==> src/common/cgd_pkg.sv <==
// Constants, types and helper functions of the clock gate and divider
// control block.
// Assumes a 50 MHz system clock and byte addresses on the register bus.
package cgd_pkg;

  // System clock period and the USB PLL lock wait
  localparam int CLK_PERIOD_NS      = 20;
  localparam int USB_LOCK_TIME_NS   = 300000;
  localparam int USB_LOCK_CYCLES    =
    (USB_LOCK_TIME_NS + CLK_PERIOD_NS - 1) / CLK_PERIOD_NS;

  // Register byte addresses
  localparam logic [31:0] GATE_ADDR  = 32'h4C00000C;
  localparam logic [31:0] SLOW_ADDR  = 32'h4C000010;
  localparam logic [31:0] RATIO_ADDR = 32'h4C000014;
  localparam logic [31:0] CAM_ADDR   = 32'h4C000018;

  // Register widths and reset values
  localparam int GATE_W  = 20;
  localparam int SLOW_W  = 8;
  localparam int RATIO_W = 4;
  localparam int CAM_W   = 5;
  localparam logic [19:0] GATE_RST  = 20'hFFFF0;
  localparam logic [7:0]  SLOW_RST  = 8'h04;
  localparam logic [3:0]  RATIO_RST = 4'h0;
  localparam logic [4:0]  CAM_RST   = 5'h00;

  // Field positions in clock_gate_control
  localparam int GATE_CAMERA = 19;
  localparam int GATE_PER_HI = 18;
  localparam int GATE_PER_LO = 7;
  localparam int GATE_RTC    = 14;
  localparam int GATE_USBH   = 6;
  localparam int GATE_LCD    = 5;
  localparam int GATE_NAND   = 4;
  localparam int GATE_SLEEP  = 3;
  localparam int GATE_IDLE   = 2;

  // Field positions in slow_clock_control
  localparam int SLOW_USB_OFF  = 7;
  localparam int SLOW_MPLL_OFF = 5;
  localparam int SLOW_MODE     = 4;
  localparam int SLOW_DIVIDE_VALUE_HI   = 2;

  // Field positions in clock_ratio_control and camera_clock_divider
  localparam int RATIO_USB_HALF = 3;
  localparam int RATIO_SYS_HI   = 2;
  localparam int RATIO_SYS_LO   = 1;
  localparam int RATIO_PER      = 0;
  localparam int CAM_SEL        = 4;
  localparam int CAM_VAL_HI     = 3;

  // Divider slots
  localparam int DIV_W    = 6;
  localparam int NDIV     = 5;
  localparam int DV_SLOW  = 0;
  localparam int DV_SYS   = 1;
  localparam int DV_PER   = 2;
  localparam int DV_USB   = 3;
  localparam int DV_CAM   = 4;

  // PLL formula offsets
  localparam int PLL_M_OFS = 8;
  localparam int PLL_P_OFS = 2;

  // Derived clock ticks, one cycle wide each
  typedef struct packed {
    logic core;
    logic sys_bus;
    logic per_bus;
    logic usb;
    logic camera;
  } cgd_ticks_t;

  // Power and mode requests towards the power sequencer
  typedef struct packed {
    logic main_pll_down;
    logic usb_pll_down;
    logic slow_mode;
    logic sleep_level;
    logic idle_request;
  } cgd_power_t;

  // PLL output frequency from the divider fields
  function automatic longint cgd_pll_out_hz(input longint fin_hz,
                                            input logic [7:0] main_divider_field,
                                            input logic [5:0] pre_divider_field,
                                            input logic [1:0] post_divider_field);
    longint m;
    longint p;
    m = longint'(main_divider_field) + PLL_M_OFS;
    p = (longint'(pre_divider_field) + PLL_P_OFS) << post_divider_field;
    return (m * fin_hz) / p;
  endfunction : cgd_pll_out_hz

endpackage : cgd_pkg

==> src/cgd_clock_control.sv <==
// Clock gate and divider control: registers, tick dividers and gates.
// Assumes all clock sources arrive as one-cycle ticks synchronous to
// clk_sys, and an Avalon-MM master on the register port.
//
// Behaviour
// - System-bus gates: camera, USB host, LCD, NAND
// - Peripheral-bus gates from bits 18 down 7
// - RTC gate stops bus clock only
// - Gate register resets to 0xFFFF0
// - Sleep bit one starts sleep transition
// - Idle bit stays until software clears
// - USB off bit stops clock, PLL down
// - Main PLL off only in slow mode
// - Slow mode core clock from divided input
// - Slow source is crystal or external input
// - Slow divide field resets to four
// - USB clock is PLL or half PLL
// - System-bus ratio codes give 1,2,4,3
// - Peripheral bus equals or halves system bus
// - Camera select picks direct or divided clock
// - Camera divides by twice (field plus one)
// - PLL output follows main, pre, post dividers
// - Idle entry waits for wrapper acknowledge
//
// Added by the designer: the Avalon-MM slave port.
`timescale 1ns/1ps

module cgd_clock_control
  import cgd_pkg::*;
#(
  parameter int USB_LOCK_WAIT = USB_LOCK_CYCLES
) (
  input  wire logic        clk_sys,
  input  wire logic        rstn,
  input  wire logic [31:0] avs_address,
  input  wire logic        avs_read,
  input  wire logic        avs_write,
  input  wire logic [31:0] avs_writedata,
  input  wire logic [3:0]  avs_byteenable,
  output logic      [31:0] avs_readdata,
  output logic             avs_waitrequest,
  input  wire logic        main_pll_tick,
  input  wire logic        usb_pll_tick,
  input  wire logic        crystal_clock_input,
  input  wire logic        external_clock_input,
  input  wire logic        use_external_clock,
  input  wire logic        idle_ack,
  output cgd_ticks_t       clock_ticks,
  output logic      [3:0]  sys_gate_ticks,
  output logic      [11:0] per_gate_ticks,
  output cgd_power_t       power_ctrl,
  output logic             sleep_start,
  output logic             idle_enter,
  output logic             usb_locked
);

  // Control registers
  logic [GATE_W-1:0]  gate_q;
  logic [SLOW_W-1:0]  slow_q;
  logic [RATIO_W-1:0] ratio_q;
  logic [CAM_W-1:0]   cam_q;

  // Bus handshake state
  logic        resp_q;
  logic        req;
  logic        wr_fire;
  logic [31:0] wmask;
  logic [31:0] rdata_d;
  logic [31:0] avs_readdata_q;

  // Clock tree state
  logic             src_tick;
  logic             core_tick;
  logic             usb_src_tick;
  logic             usb_running_q;
  logic [15:0]      lock_cnt_q;
  logic [NDIV-1:0]  div_in;
  logic [NDIV-1:0]  div_out;
  logic [DIV_W-1:0] div_ratio [NDIV];
  cgd_ticks_t       ticks_q;
  logic [3:0]       sys_gate_q;
  logic [11:0]      per_gate_q;
  logic             sleep_start_q;
  logic             idle_enter_q;

  // One wait cycle, then the request is answered at the following edge.
  // The wait cycle gives the read multiplexer a full cycle before the
  // data is registered, so readdata never comes straight from the
  // address decoder. A master that drops its request early simply
  // loses the answer; nothing is left pending here.
  assign req             = avs_read | avs_write;
  assign avs_waitrequest = req & ~resp_q;
  assign wr_fire         = avs_write & resp_q;
  assign avs_readdata    = avs_readdata_q;

  // Byte enable mask for writes
  always_comb begin
    for (int b = 0; b < 4; b++) begin
      wmask[b*8 +: 8] = {8{avs_byteenable[b]}};
    end
  end

  // Answer pulse, dropped after each served request
  always_ff @(posedge clk_sys or negedge rstn) begin
    if (!rstn) begin
      resp_q <= 1'b0;
    end else begin
      resp_q <= req & ~resp_q;
    end
  end

  // Read multiplexer, reserved bits and unmapped addresses read zero
  always_comb begin
    rdata_d = 32'h00000000;
    unique case (avs_address)
      GATE_ADDR:  rdata_d[GATE_W-1:0]  = gate_q;
      SLOW_ADDR:  rdata_d[SLOW_W-1:0]  = slow_q;
      RATIO_ADDR: rdata_d[RATIO_W-1:0] = ratio_q;
      CAM_ADDR:   rdata_d[CAM_W-1:0]   = cam_q;
      default:    rdata_d = 32'h00000000;
    endcase
  end

  // Read data captured in the wait cycle, stands at the answering edge
  always_ff @(posedge clk_sys or negedge rstn) begin
    if (!rstn) begin
      avs_readdata_q <= 32'h00000000;
    end else if (avs_read && !resp_q) begin
      avs_readdata_q <= rdata_d;
    end
  end

  // Clock gate register; idle bit is only ever changed by software
  always_ff @(posedge clk_sys or negedge rstn) begin
    if (!rstn) begin
      gate_q <= GATE_RST;
    end else if (wr_fire && avs_address == GATE_ADDR) begin
      gate_q <= (gate_q & ~wmask[GATE_W-1:0])
              | (avs_writedata[GATE_W-1:0] & wmask[GATE_W-1:0]);
    end
  end

  // Slow control register; bits 6 and 3 are reserved and hold zero.
  // Leaving slow mode is software's job: it must let the main PLL
  // settle after powering it before the slow bit is cleared, since
  // nothing here holds the core on the slow clock on its own.
  always_ff @(posedge clk_sys or negedge rstn) begin
    if (!rstn) begin
      slow_q <= SLOW_RST;
    end else if (wr_fire && avs_address == SLOW_ADDR) begin
      slow_q <= ((slow_q & ~wmask[SLOW_W-1:0])
               | (avs_writedata[SLOW_W-1:0] & wmask[SLOW_W-1:0]))
               & 8'hB7;
    end
  end

  // Clock ratio register
  always_ff @(posedge clk_sys or negedge rstn) begin
    if (!rstn) begin
      ratio_q <= RATIO_RST;
    end else if (wr_fire && avs_address == RATIO_ADDR) begin
      ratio_q <= (ratio_q & ~wmask[RATIO_W-1:0])
               | (avs_writedata[RATIO_W-1:0] & wmask[RATIO_W-1:0]);
    end
  end

  // Camera divider register
  always_ff @(posedge clk_sys or negedge rstn) begin
    if (!rstn) begin
      cam_q <= CAM_RST;
    end else if (wr_fire && avs_address == CAM_ADDR) begin
      cam_q <= (cam_q & ~wmask[CAM_W-1:0])
             | (avs_writedata[CAM_W-1:0] & wmask[CAM_W-1:0]);
    end
  end

  // Sleep start pulse on a write of one to the sleep bit
  always_ff @(posedge clk_sys or negedge rstn) begin
    if (!rstn) begin
      sleep_start_q <= 1'b0;
    end else begin
      sleep_start_q <= wr_fire && avs_address == GATE_ADDR
                       && avs_byteenable[0]
                       && avs_writedata[GATE_SLEEP];
    end
  end

  // Idle entry only after the wrapper acknowledges the request
  always_ff @(posedge clk_sys or negedge rstn) begin
    if (!rstn) begin
      idle_enter_q <= 1'b0;
    end else begin
      idle_enter_q <= gate_q[GATE_IDLE] & idle_ack;
    end
  end

  // Power requests; main PLL may only go down in slow mode.
  // The off bit alone is only a wish: powering the PLL down while the
  // core still runs from it would stop the core clock outright.
  always_comb begin
    power_ctrl.main_pll_down = slow_q[SLOW_MPLL_OFF]
                               & slow_q[SLOW_MODE];
    power_ctrl.usb_pll_down  = slow_q[SLOW_USB_OFF];
    power_ctrl.slow_mode     = slow_q[SLOW_MODE];
    power_ctrl.sleep_level   = gate_q[GATE_SLEEP];
    power_ctrl.idle_request  = gate_q[GATE_IDLE];
  end

  // USB PLL lock wait after power on, clock held off until it ends.
  // The count restarts whenever the PLL is switched off, so a short
  // off pulse still costs a full lock wait before ticks pass again.
  always_ff @(posedge clk_sys or negedge rstn) begin
    if (!rstn) begin
      lock_cnt_q    <= 16'h0000;
      usb_running_q <= 1'b0;
    end else if (slow_q[SLOW_USB_OFF]) begin
      lock_cnt_q    <= 16'h0000;
      usb_running_q <= 1'b0;
    end else if (!usb_running_q) begin
      if (lock_cnt_q >= 16'(USB_LOCK_WAIT - 1)) begin
        usb_running_q <= 1'b1;
      end else begin
        lock_cnt_q <= lock_cnt_q + 16'h0001;
      end
    end
  end

  // Source selection: crystal or external input for slow mode
  assign src_tick = use_external_clock ? external_clock_input
                                       : crystal_clock_input;
  // Core clock: PLL in normal mode, divided input in slow mode
  assign core_tick = slow_q[SLOW_MODE] ? div_out[DV_SLOW]
                                       : main_pll_tick;
  // USB PLL ticks only pass once locked and powered
  assign usb_src_tick = usb_pll_tick & usb_running_q;

  // Divider inputs chained from slow source, core and USB sources
  assign div_in[DV_SLOW] = src_tick;
  assign div_in[DV_SYS]  = core_tick;
  assign div_in[DV_PER]  = div_out[DV_SYS];
  assign div_in[DV_USB]  = usb_src_tick;
  assign div_in[DV_CAM]  = usb_src_tick;

  // Requested ratios per divider
  always_comb begin
    if (slow_q[SLOW_DIVIDE_VALUE_HI:0] == 3'h0) begin
      div_ratio[DV_SLOW] = 6'h01;
    end else begin
      div_ratio[DV_SLOW] = {2'h0, slow_q[SLOW_DIVIDE_VALUE_HI:0], 1'b0};
    end
    unique case (ratio_q[RATIO_SYS_HI:RATIO_SYS_LO])
      2'h0: div_ratio[DV_SYS] = 6'h01;
      2'h1: div_ratio[DV_SYS] = 6'h02;
      2'h2: div_ratio[DV_SYS] = 6'h04;
      2'h3: div_ratio[DV_SYS] = 6'h03;
    endcase
    div_ratio[DV_PER] = ratio_q[RATIO_PER] ? 6'h02 : 6'h01;
    div_ratio[DV_USB] = ratio_q[RATIO_USB_HALF] ? 6'h02 : 6'h01;
    if (cam_q[CAM_SEL]) begin
      div_ratio[DV_CAM] = {1'b0, cam_q[CAM_VAL_HI:0], 1'b0}
                          + 6'h02;
    end else begin
      div_ratio[DV_CAM] = 6'h01;
    end
  end

  // Tick dividers; new ratio only taken at a wrap so no runt appears.
  // Each divider counts input ticks and lets the last tick of a period
  // through. After reset the ratio is one until the first output
  // tick, which then loads the programmed ratio.
  for (genvar i = 0; i < NDIV; i++) begin : g_div
    logic [DIV_W-1:0] cnt_q;
    logic [DIV_W-1:0] cur_q;
    logic             wrap;

    assign wrap       = (cnt_q + 6'h01) >= cur_q;
    assign div_out[i] = div_in[i] & wrap;

    // Count input ticks, reload ratio at each output tick
    always_ff @(posedge clk_sys or negedge rstn) begin
      if (!rstn) begin
        cnt_q <= 6'h00;
        cur_q <= 6'h01;
      end else if (div_in[i]) begin
        if (wrap) begin
          cnt_q <= 6'h00;
          cur_q <= div_ratio[i];
        end else begin
          cnt_q <= cnt_q + 6'h01;
        end
      end
    end
  end

  // Registered clock ticks; USB clock stopped while powered off
  always_ff @(posedge clk_sys or negedge rstn) begin
    if (!rstn) begin
      ticks_q <= '0;
    end else begin
      ticks_q.core    <= core_tick;
      ticks_q.sys_bus <= div_out[DV_SYS];
      ticks_q.per_bus <= div_out[DV_PER];
      ticks_q.usb     <= div_out[DV_USB];
      ticks_q.camera  <= div_out[DV_CAM];
    end
  end

  // System-bus gates: camera, USB host, LCD, NAND in that order.
  // Gate bits only mask whole ticks, so a gate change never shortens
  // a tick that is already on its way.
  always_ff @(posedge clk_sys or negedge rstn) begin
    if (!rstn) begin
      sys_gate_q <= 4'h0;
    end else begin
      sys_gate_q <= {4{div_out[DV_SYS]}}
                  & {gate_q[GATE_CAMERA], gate_q[GATE_USBH],
                     gate_q[GATE_LCD], gate_q[GATE_NAND]};
    end
  end

  // Peripheral-bus gates; the RTC gate only stops its bus tick, the
  // timekeeping counter has its own clock and keeps running
  always_ff @(posedge clk_sys or negedge rstn) begin
    if (!rstn) begin
      per_gate_q <= 12'h000;
    end else begin
      per_gate_q <= {12{div_out[DV_PER]}}
                  & gate_q[GATE_PER_HI:GATE_PER_LO];
    end
  end

  // Output assignments
  assign clock_ticks    = ticks_q;
  assign sys_gate_ticks = sys_gate_q;
  assign per_gate_ticks = per_gate_q;
  assign sleep_start    = sleep_start_q;
  assign idle_enter     = idle_enter_q;
  assign usb_locked     = usb_running_q;

endmodule : cgd_clock_control

==> config.mk <==
export PLATFORM = sky130hd
export DESIGN_NAME = cgd_clock_control
export DESIGN_NICKNAME = d
export VERILOG_FILES = /design/src/common/cgd_pkg.sv /design/src/cgd_clock_control.sv
export SDC_FILE = /design/constraint.sdc
export NUM_CORES = 1
export LEC_CHECK = 0
export BUFFER_PORTS_ARGS = -buffer_cell sky130_fd_sc_hd__buf_4
export CORE_ASPECT_RATIO = 1.5
export CORE_MARGIN = 2
export CORE_UTILIZATION = 59
export CTS_CLUSTER_DIAMETER = 150
export DETAILED_ROUTE_END_ITERATION = 8
export GPL_TIMING_DRIVEN = 0
export PLACE_DENSITY = 0.9
export SLEW_MARGIN = 25
export SYNTH_ARGS = -nofsm -noshare
export SYNTH_HDL_FRONTEND = slang
export SYNTH_SLANG_ARGS = --single-unit
==> constraint.sdc <==
create_clock -name clk_sys -period 5.6 [get_ports clk_sys]
set_clock_uncertainty 0.1 [all_clocks]
set_input_delay 1.12 -clock clk_sys [delete_from_list [all_inputs] [get_ports clk_sys]]
set_output_delay 1.12 -clock clk_sys [all_outputs]
set_load 0.02 [all_outputs]
# After elaboration in Yosys (flattened, before gate mapping)
# Index checks and enable logic that the tools add are counted.
[classes] addsub=7 n_lt_le_gt_ge=6 eq_ne=9 muxes=22 bitwise=30 n_reduce_logical=16
[ops] op="$eq 32x31->1 const B" count=4
[ops] op="$mux 16" count=3
[ops] op="$and 20x20->20" count=2
[ops] op="$mux 6" count=6
[ops] op="$add 6x1->6 const B" count=5
[ops] op="$ge 6x6->1" count=5
[ops] op="$pmux 6 s4" count=1
[ops] op="$not 20->20" count=1
[ops] op="$or 20x20->20" count=1
[ops] op="$add 16x1->16 const B" count=1
[ops] op="$and 8x8->8" count=2
[ops] op="$ge 16x14->1 const B" count=1
[ops] op="$pmux 4 s4" count=1
[ops] op="$and 12x12->12" count=1
[ops] op="$and 4x4->4" count=3
[ops] op="$mux 12" count=1
[ops] op="$reduce_and 2->1" count=6
[ops] op="$and 1x1->1" count=10
[ops] op="$and 5x5->5" count=2
[ops] op="$not 8->8" count=1
[ops] op="$or 8x8->8" count=1
[ops] op="$logic_and 1x1->1" count=7
[ops] op="$add 5x2->6 const B" count=1
[ops] op="$pmux 3 s2" count=1
[ops] op="other kinds (16)" count=23
[totals] regBits=156 in_bits=78

# Logic depth before layout (Yosys ltp)
# Gate-level depths: netlist of the first run.
[depth] word_depth=7 depth_mapped=10

# Worst setup path after synthesis of the first run
# OpenSTA, ideal clock, no wires.
[synth_timing] path_type="input to register" start="input avs_address[13]" end="register with a tool-made name" setup_ps=125 t_arrival_ps=2785 required_ps=5375 path_slack_ps=2590 cell_stages=7 path_buffers=2 path_cell_list="nor4_2 -> nand4_1 -> or2_1 -> buf_6 -> or4_4 -> buf_6 -> mux2_4"
[synth_rtl] element="start: declaration" line_no="cgd_clock_control.sv:35" text="input wire logic [31:0] avs_address,"

==> flow_metrics.py, run 1 <==
metrics = {
    "synth": {
        "synth_seq_area_share_pct": 53.57,
        "ys_ff_latch": 143,
        "syn-mean-instance-area_um2": 11.09,
        "synth_area_leaders": "dfrtp_1 45%, dfstp_2 8.6%, mux2_2 5.9%",
        "synth.most_common_cell": "dfrtp_1",
        "synth_area_leader_cell": "dfrtp_1",
        "synth_top_area_share_pct": 44.98,
        "synth_cells": 607,
        "synth_edf_count": 0,
        "synth_cell_type_count": 63,
        "synth_warnings": 0,
        "synthTopCellsByCount": "121 x dfrtp_1, 60 x nand2_1, 40 x nor2_1",
        "syn_area_mm2": 0.006731,
        "synthFlopType": "dfrtp_1",
        "synthArstFlopShare_pct": 100.0,
    },
    "sta": {
        "worst_pin_slew_ps": 777.4,
        "finalHoldViolations": 0,
        "setup_violations": 0,
        "slew_viol_final": 0,
        "finalCritPeriodShare_pct": 55.17,
        "rsz0062_at_grt": "no",
        "min_period_ps": 3090,
        "slew_headroom_pct": 47.89,
        "fin_tns_setup_ps": 0,
        "clock.fmax_mhz": 323.7,
    },
    "global_route": {
        "grt_usage_pct": 27.73,
        "grt_pass1_wl_um": 26770,
        "grt-ovfl-total": 0,
        "antenna_found_initial": 0,
        "grt_max_degree": 87,
        "grt_pass1_vias": 5635,
    },
    "critical_path": {
        "crit_chain": "buf_4 -> nor4_1 -> nand4_1 -> or2_1 -> buf_6 -> nor2_2 -> and4_1 -> buf_2 -> mux2_2",
        "cp_max_fo": 9,
        "worstPathArrival_ps": 3350,
        "cp.required_ps": 5860,
        "slowest_stage": "nor2_2",
        "max_stage_delay_ps": 380,
        "critPathKind": "input port to flop",
        "critPathCaptureType": "flop",
        "path_delay_family": "simple AND/OR/NAND/NOR gates",
        "path_buf_inv": 3,
        "cp-start-kind": "input port",
    },
    "floorplan": {
        "dieArea_mm2": 0.01230,
        "die_w_um": 91.22,
        "floorplan.initialDensity_pct": 60.89,
        "core_mm2": 0.01106,
        "row_count": 47,
        "die_h_um": 134.8,
        "ios": 140,
    },
    "clock_tree": {
        "numCtsBuffers": 17,
        "clock_path_buffers": 2,
        "clk_latency_ps": 420,
        "root_buffer": "clkbuf_16",
        "cts_tree": "yes",
        "cts.sinks": 143,
        "path_clk_slew_ps": 70,
        "post-cts-setup-buffer-count": 0,
        "cts_hold_buf": 0,
        "cts.repair.resized": 0,
        "htreeDepth": 4,
    },
    "routing": {
        "drtIter0Drc": 284,
        "ant_nets": 0,
        "via_per_inst": 5.623,
        "drt-total-wl_um": 16150,
        "first_pass_iters": 5,
        "wl_per_cell_um": 17.74,
        "drc": 0,
        "vias": 5117,
    },
    "finish": {
        "num_antenna_cells": 0,
        "postLayoutCoreUtil_pct": 76.10,
        "layout.nets": 856,
        "area_growth_pct": 24.98,
        "drive_gt1_share_pct": 31.98,
        "fill_cells": 676,
    },
    "worst_hold_path": {
        "holdCritPathClass": "flop to flop",
    },
    "outcome": {
        "status": "completed",
    },
    "flow_run": {
        "drv_cap": 0,
    },
    "pwr": {
        "power_density_mw_per_mm2": 286.5,
        "vdd_ir_drop_max_mv": 0.2884,
        "leakagePower_nw": 4.316,
    },
    "place": {
        "port_buffers": 112,
        "gp_congestion": 0.8761,
        "dp_hpwl_um": 11400,
    },
}
[placed cells by master, fill, tap and decap left out, types with 6 or more instances in the layout]
| cell type | synthesis | layout |
|---|---|---|
| a21oi_1 | 10 | 10 |
| and2_1 | 32 | 32 |
| and3_1 | 7 | 7 |
| buf_4 | 16 | 127 |
| clkbuf_1 | 12 | 12 |
| clkbuf_16 | 0 | 17 |
| conb_1 | 1 | 12 |
| dfrtp_1 | 121 | 121 |
| dfstp_2 | 22 | 22 |
| ha_1 | 28 | 28 |
| inv_1 | 26 | 26 |
| inv_6 | 0 | 6 |
| inv_8 | 0 | 7 |
| mux2_2 | 35 | 35 |
| mux2_4 | 6 | 6 |
| mux2i_1 | 14 | 14 |
| nand2_1 | 60 | 60 |
| nand2b_1 | 11 | 11 |
| nand3_1 | 31 | 31 |
| nand4_1 | 9 | 9 |
| nor2_1 | 40 | 40 |
| nor3_1 | 8 | 8 |
| o21ai_0 | 24 | 24 |
| or2_2 | 6 | 6 |
| xnor2_1 | 6 | 6 |
| xor2_1 | 15 | 15 |
[routing by layer]
metal | track usage [%] | vias to the layer above | routed length [µm]
met3 | 8.482 | 54 | 979
met1 | 29.49 | 2503 | 5816
met5 | 0 | - | 0
li1 | - | 2361 | -
met4 | 14.48 | 0 | 617
met2 | 49.26 | 199 | 8733
[final timing paths]
path / start / endpoint / slack (ps) / cells after the start
max: avs_address[16] / flop / 2510 / 9
min: g_div[3].cur_q[0] / g_div[3].cur_q[0] / 370 / 2
max reg2reg: g_div[0].cnt_q[0] / sys_gate_ticks[0] / 2520 / 9
min reg2reg: g_div[3].cur_q[0] / g_div[3].cur_q[0] / 370 / 2
max in group asynchronous: rstn / g_div[1].cur_q[0] / 4120 / 2
min in group asynchronous: rstn / lock_cnt_q[10] / 510 / 1
[worst reg2reg max path, delay by kind of cell, from the launching register on]
| kind | cells | cell delay (ps) |
|---|---|---|
| flip-flops | 1 | 460 |
| buffers and inverters | 2 | 620 |
| XOR/XNOR | 1 | 220 |
| AND/OR/NAND/NOR | 2 | 470 |
| AO/OA/AOI/OAI | 2 | 530 |
| adder cells (fa/ha/maj) | 2 | 580 |
[kinds of logic after synthesis]
family	Yosys count	synth area share [%]
other	1	0.05571
AO/OA/AOI/OAI	72	7.194
adder cells (fa/ha/maj)	28	5.205
XOR/XNOR	21	2.732
flip-flops	143	53.57
multiplexers	55	9.275
AND/OR/NAND/NOR	226	17.40
buffers and inverters	61	4.572
[report_power, final]
group | internal (mW) | switching (mW) | total, mW
registers | 1.05 | 0.0143 | 1.07
clock network | 0.599 | 0.511 | 1.11
logic | 0.0897 | 0.143 | 0.233
[layout make-up]
class | instances | area (µm²) | share of cell area, %
Sequential cell | 143 | 3606 | 42.86
Multi-Input combinational cell | 414 | 2859 | 33.98
Timing Repair Buffer | 113 | 875.8 | 10.41
Clock buffer | 17 | 425.4 | 5.057
Buffer | 34 | 206.4 | 2.454
Tap cell | 147 | 183.9 | 2.186
Clock inverter | 15 | 155.1 | 1.844
Inverter | 27 | 101.3 | 1.205
[through the flow]
stage	total power [mW]	setup slack, ps	hold WS (ps)	instance area (µm²)	std cells
after floorplan	1.196	2590	324.9	6773	618
after global placement	1.295	2138	353.2	7797	877
after detailed placement	1.308	2075	362.2	7833	878
after CTS	2.416	2500	372.9	8413	910
after global routing	2.490	2354	403.6	8413	910
final	2.410	2510	369.8	8413	910
Power figures use the tool's default switching activity.
==> run 2, diff against run 1 <==
--- a/config.mk
+++ b/config.mk
@@ -8,11 +8,11 @@
 export BUFFER_PORTS_ARGS = -buffer_cell sky130_fd_sc_hd__buf_4
 export CORE_ASPECT_RATIO = 1.5
 export CORE_MARGIN = 2
-export CORE_UTILIZATION = 59
+export CORE_UTILIZATION = 55
 export CTS_CLUSTER_DIAMETER = 150
 export DETAILED_ROUTE_END_ITERATION = 8
 export GPL_TIMING_DRIVEN = 0
-export PLACE_DENSITY = 0.9
+export PLACE_DENSITY = 0.85
 export SLEW_MARGIN = 25
 export SYNTH_ARGS = -nofsm -noshare
 export SYNTH_HDL_FRONTEND = slang
==> constraint.sdc (replaced) <==
create_clock -name clk_sys -period 3.23 [get_ports clk_sys]
set_clock_uncertainty 0.1 [all_clocks]
set_input_delay 0.646 -clock clk_sys [delete_from_list [all_inputs] [get_ports clk_sys]]
set_output_delay 0.646 -clock clk_sys [all_outputs]
set_load 0.02 [all_outputs]
==> run 2 against run 1 <==
Clock power rose by 70%. Worst hold slack got worse by 260 ps. First-iteration DRC count rose by 4.6%. Cell area barely moved. Setup slack got worse by 2300 ps. Largest power group unchanged.
==> flow_metrics.py, run 2 (same netlist as run 1, synthesis figures left out) <==
metrics = {
    "routing": {
        "via_per_inst": 5.602,
        "drtIter0Drc": 297,
        "first_pass_iters": 5,
        "wl_met3_um": 1053,
        "vias": 5131,
        "wl_per_cell_um": 17.95,
        "ant_nets": 0,
        "highest_layer": "met4",
        "routed-wl-met2_um": 8686,
        "drc": 0,
        "drt-total-wl_um": 16450,
        "met1_length_um": 5897,
    },
    "finish": {
        "fill_cells": 802,
        "area_growth_pct": 25.06,
        "drive_gt1_share_pct": 32.11,
        "final_common_cell": "buf_4",
        "layout.nets": 856,
        "num_antenna_cells": 0,
        "postLayoutCoreUtil_pct": 70.41,
        "final_cell_mix": "127 x buf_4, 121 x dfrtp_1, 60 x nand2_1",
    },
    "clock_tree": {
        "htreeDepth": 4,
        "numCtsBuffers": 17,
        "cts.sinks": 143,
        "clock_path_buffers": 2,
        "cts_hold_buf": 0,
        "post-cts-setup-buffer-count": 0,
        "root_buffer": "clkbuf_16",
        "clk_latency_ps": 420,
        "cts_tree": "yes",
        "path_clk_slew_ps": 60,
    },
    "global_route": {
        "grt_usage_pct": 27.14,
        "grt_max_degree": 88,
        "grt_pass1_wl_um": 27670,
        "antenna_found_initial": 0,
        "grt-ovfl-total": 0,
        "grt_pass1_vias": 5627,
    },
    "floorplan": {
        "dieArea_mm2": 0.01316,
        "floorplan.initialDensity_pct": 56.31,
        "ios": 140,
        "die_h_um": 139.5,
        "row_count": 49,
        "core_mm2": 0.01196,
        "die_w_um": 94.33,
    },
    "place": {
        "dp_hpwl_um": 11200,
        "port_buffers": 112,
        "gp_congestion": 0.8404,
    },
    "sta": {
        "min_period_ps": 3061,
        "slew_headroom_pct": 50.56,
        "clock.fmax_mhz": 326.7,
        "whs_ps": 113.3,
        "rsz0062_at_grt": "no",
        "slew_viol_final": 0,
        "setup_violations": 0,
        "finalCritPeriodShare_pct": 94.78,
        "worst_pin_slew_ps": 737.6,
        "fin_tns_setup_ps": 0,
        "finalHoldViolations": 0,
    },
    "critical_path": {
        "cp-start-kind": "flop",
        "cp.required_ps": 3430,
        "slowest_stage": "a211oi_1",
        "path_buf_inv": 2,
        "worst_path_most_repeated_cell": "ha_1",
        "crit_chain": "ha_1 -> xor2_1 -> ha_1 -> a211oi_1 -> o2111ai_1 -> nand3_1 -> buf_2 -> clkinvlp_4 -> and2_1",
        "max_stage_delay_ps": 460,
        "cp_max_fo": 10,
        "critPathKind": "flop to flop",
        "critPathCaptureType": "flop",
        "path_delay_family": "compound AO/OA/AOI/OAI gates",
        "worstPathArrival_ps": 3260,
    },
    "pwr": {
        "vdd_ir_drop_max_mv": 0.4876,
        "power_density_mw_per_mm2": 491.7,
        "leakagePower_nw": 4.298,
    },
    "worst_hold_path": {
        "holdCritPathClass": "input port to asynchronous set/reset pin",
    },
    "flow_run": {
        "drv_cap": 0,
    },
    "outcome": {
        "status": "completed",
    },
}
[run 2: cell count changes in the layout (fill, tap and decap cells not counted)]
cell | previous run | this run
clkinv_2 | 0 | 1
clkinv_1 | 1 | 0
clkinv_4 | 0 | 5
inv_6 | 6 | 3
clkbuf_8 | 0 | 1
clkinvlp_4 | 1 | 5
bufinv_16 | 0 | 1
clkinv_8 | 1 | 0
inv_8 | 7 | 0
[run 2: area by class of cell]
class	count	area, µm²	share of cell area, %
buffer	34	206.4	2.452
clock inverter	14	135.1	1.605
multi-input combinational	414	2859	33.96
timing repair buffer	113	875.8	10.40
tap	153	191.4	2.274
inverter	27	105.1	1.249
clock buffer	18	439.2	5.217
sequential	143	3606	42.84
[run 2: routing by layer]
metal	up-vias	GRT usage [%]
met2	195	45.49
met4	0	15.18
met3	66	8.230
met5	-	0
li1	2367	-
met1	2503	30.34
[run 2: final timing paths]
path / start / to / slack (ps) / depth (start not counted)
max: g_div[0].cnt_q[0] / sys_gate_ticks[0] / 170 / 9
min in group clk_sys: idle_ack / idle_enter / 340 / 2
max reg2reg: g_div[0].cnt_q[0] / sys_gate_ticks[0] / 170 / 9
max in group asynchronous: rstn / g_div[3].cur_q[0] / 2170 / 2
min: rstn / lock_cnt_q[6] / 110 / 1
min reg2reg: g_div[3].cur_q[0] / g_div[3].cur_q[0] / 370 / 2
[run 2: timing repair]
item | 4_1_cts | 5_1_grt
hold endpoints to repair | 0 | 0
setup endpoints to repair | 0 | 8
resized for setup | 0 | 1
[run 2: stage by stage]
step                area, µm²  worst slack, ps  std cells  power [mW]
finish                   8418            168.7        916       4.139
global route             8418            18.11        916       4.284
CTS                      8414            128.4        916       4.145
global placement         7805            263.6        883       2.242
floorplan                6773            694.3        618       2.073
detailed placement       7840            209.3        884       2.265
[run 2: where the power goes]
group / switching [mW] / total, mW / leakage [nW] / internal (mW)
registers: 0.0312 / 1.86 / 1.87 / 1.83
logic: 0.238 / 0.393 / 2.16 / 0.154
clock network: 0.800 / 1.89 / 0.269 / 1.09
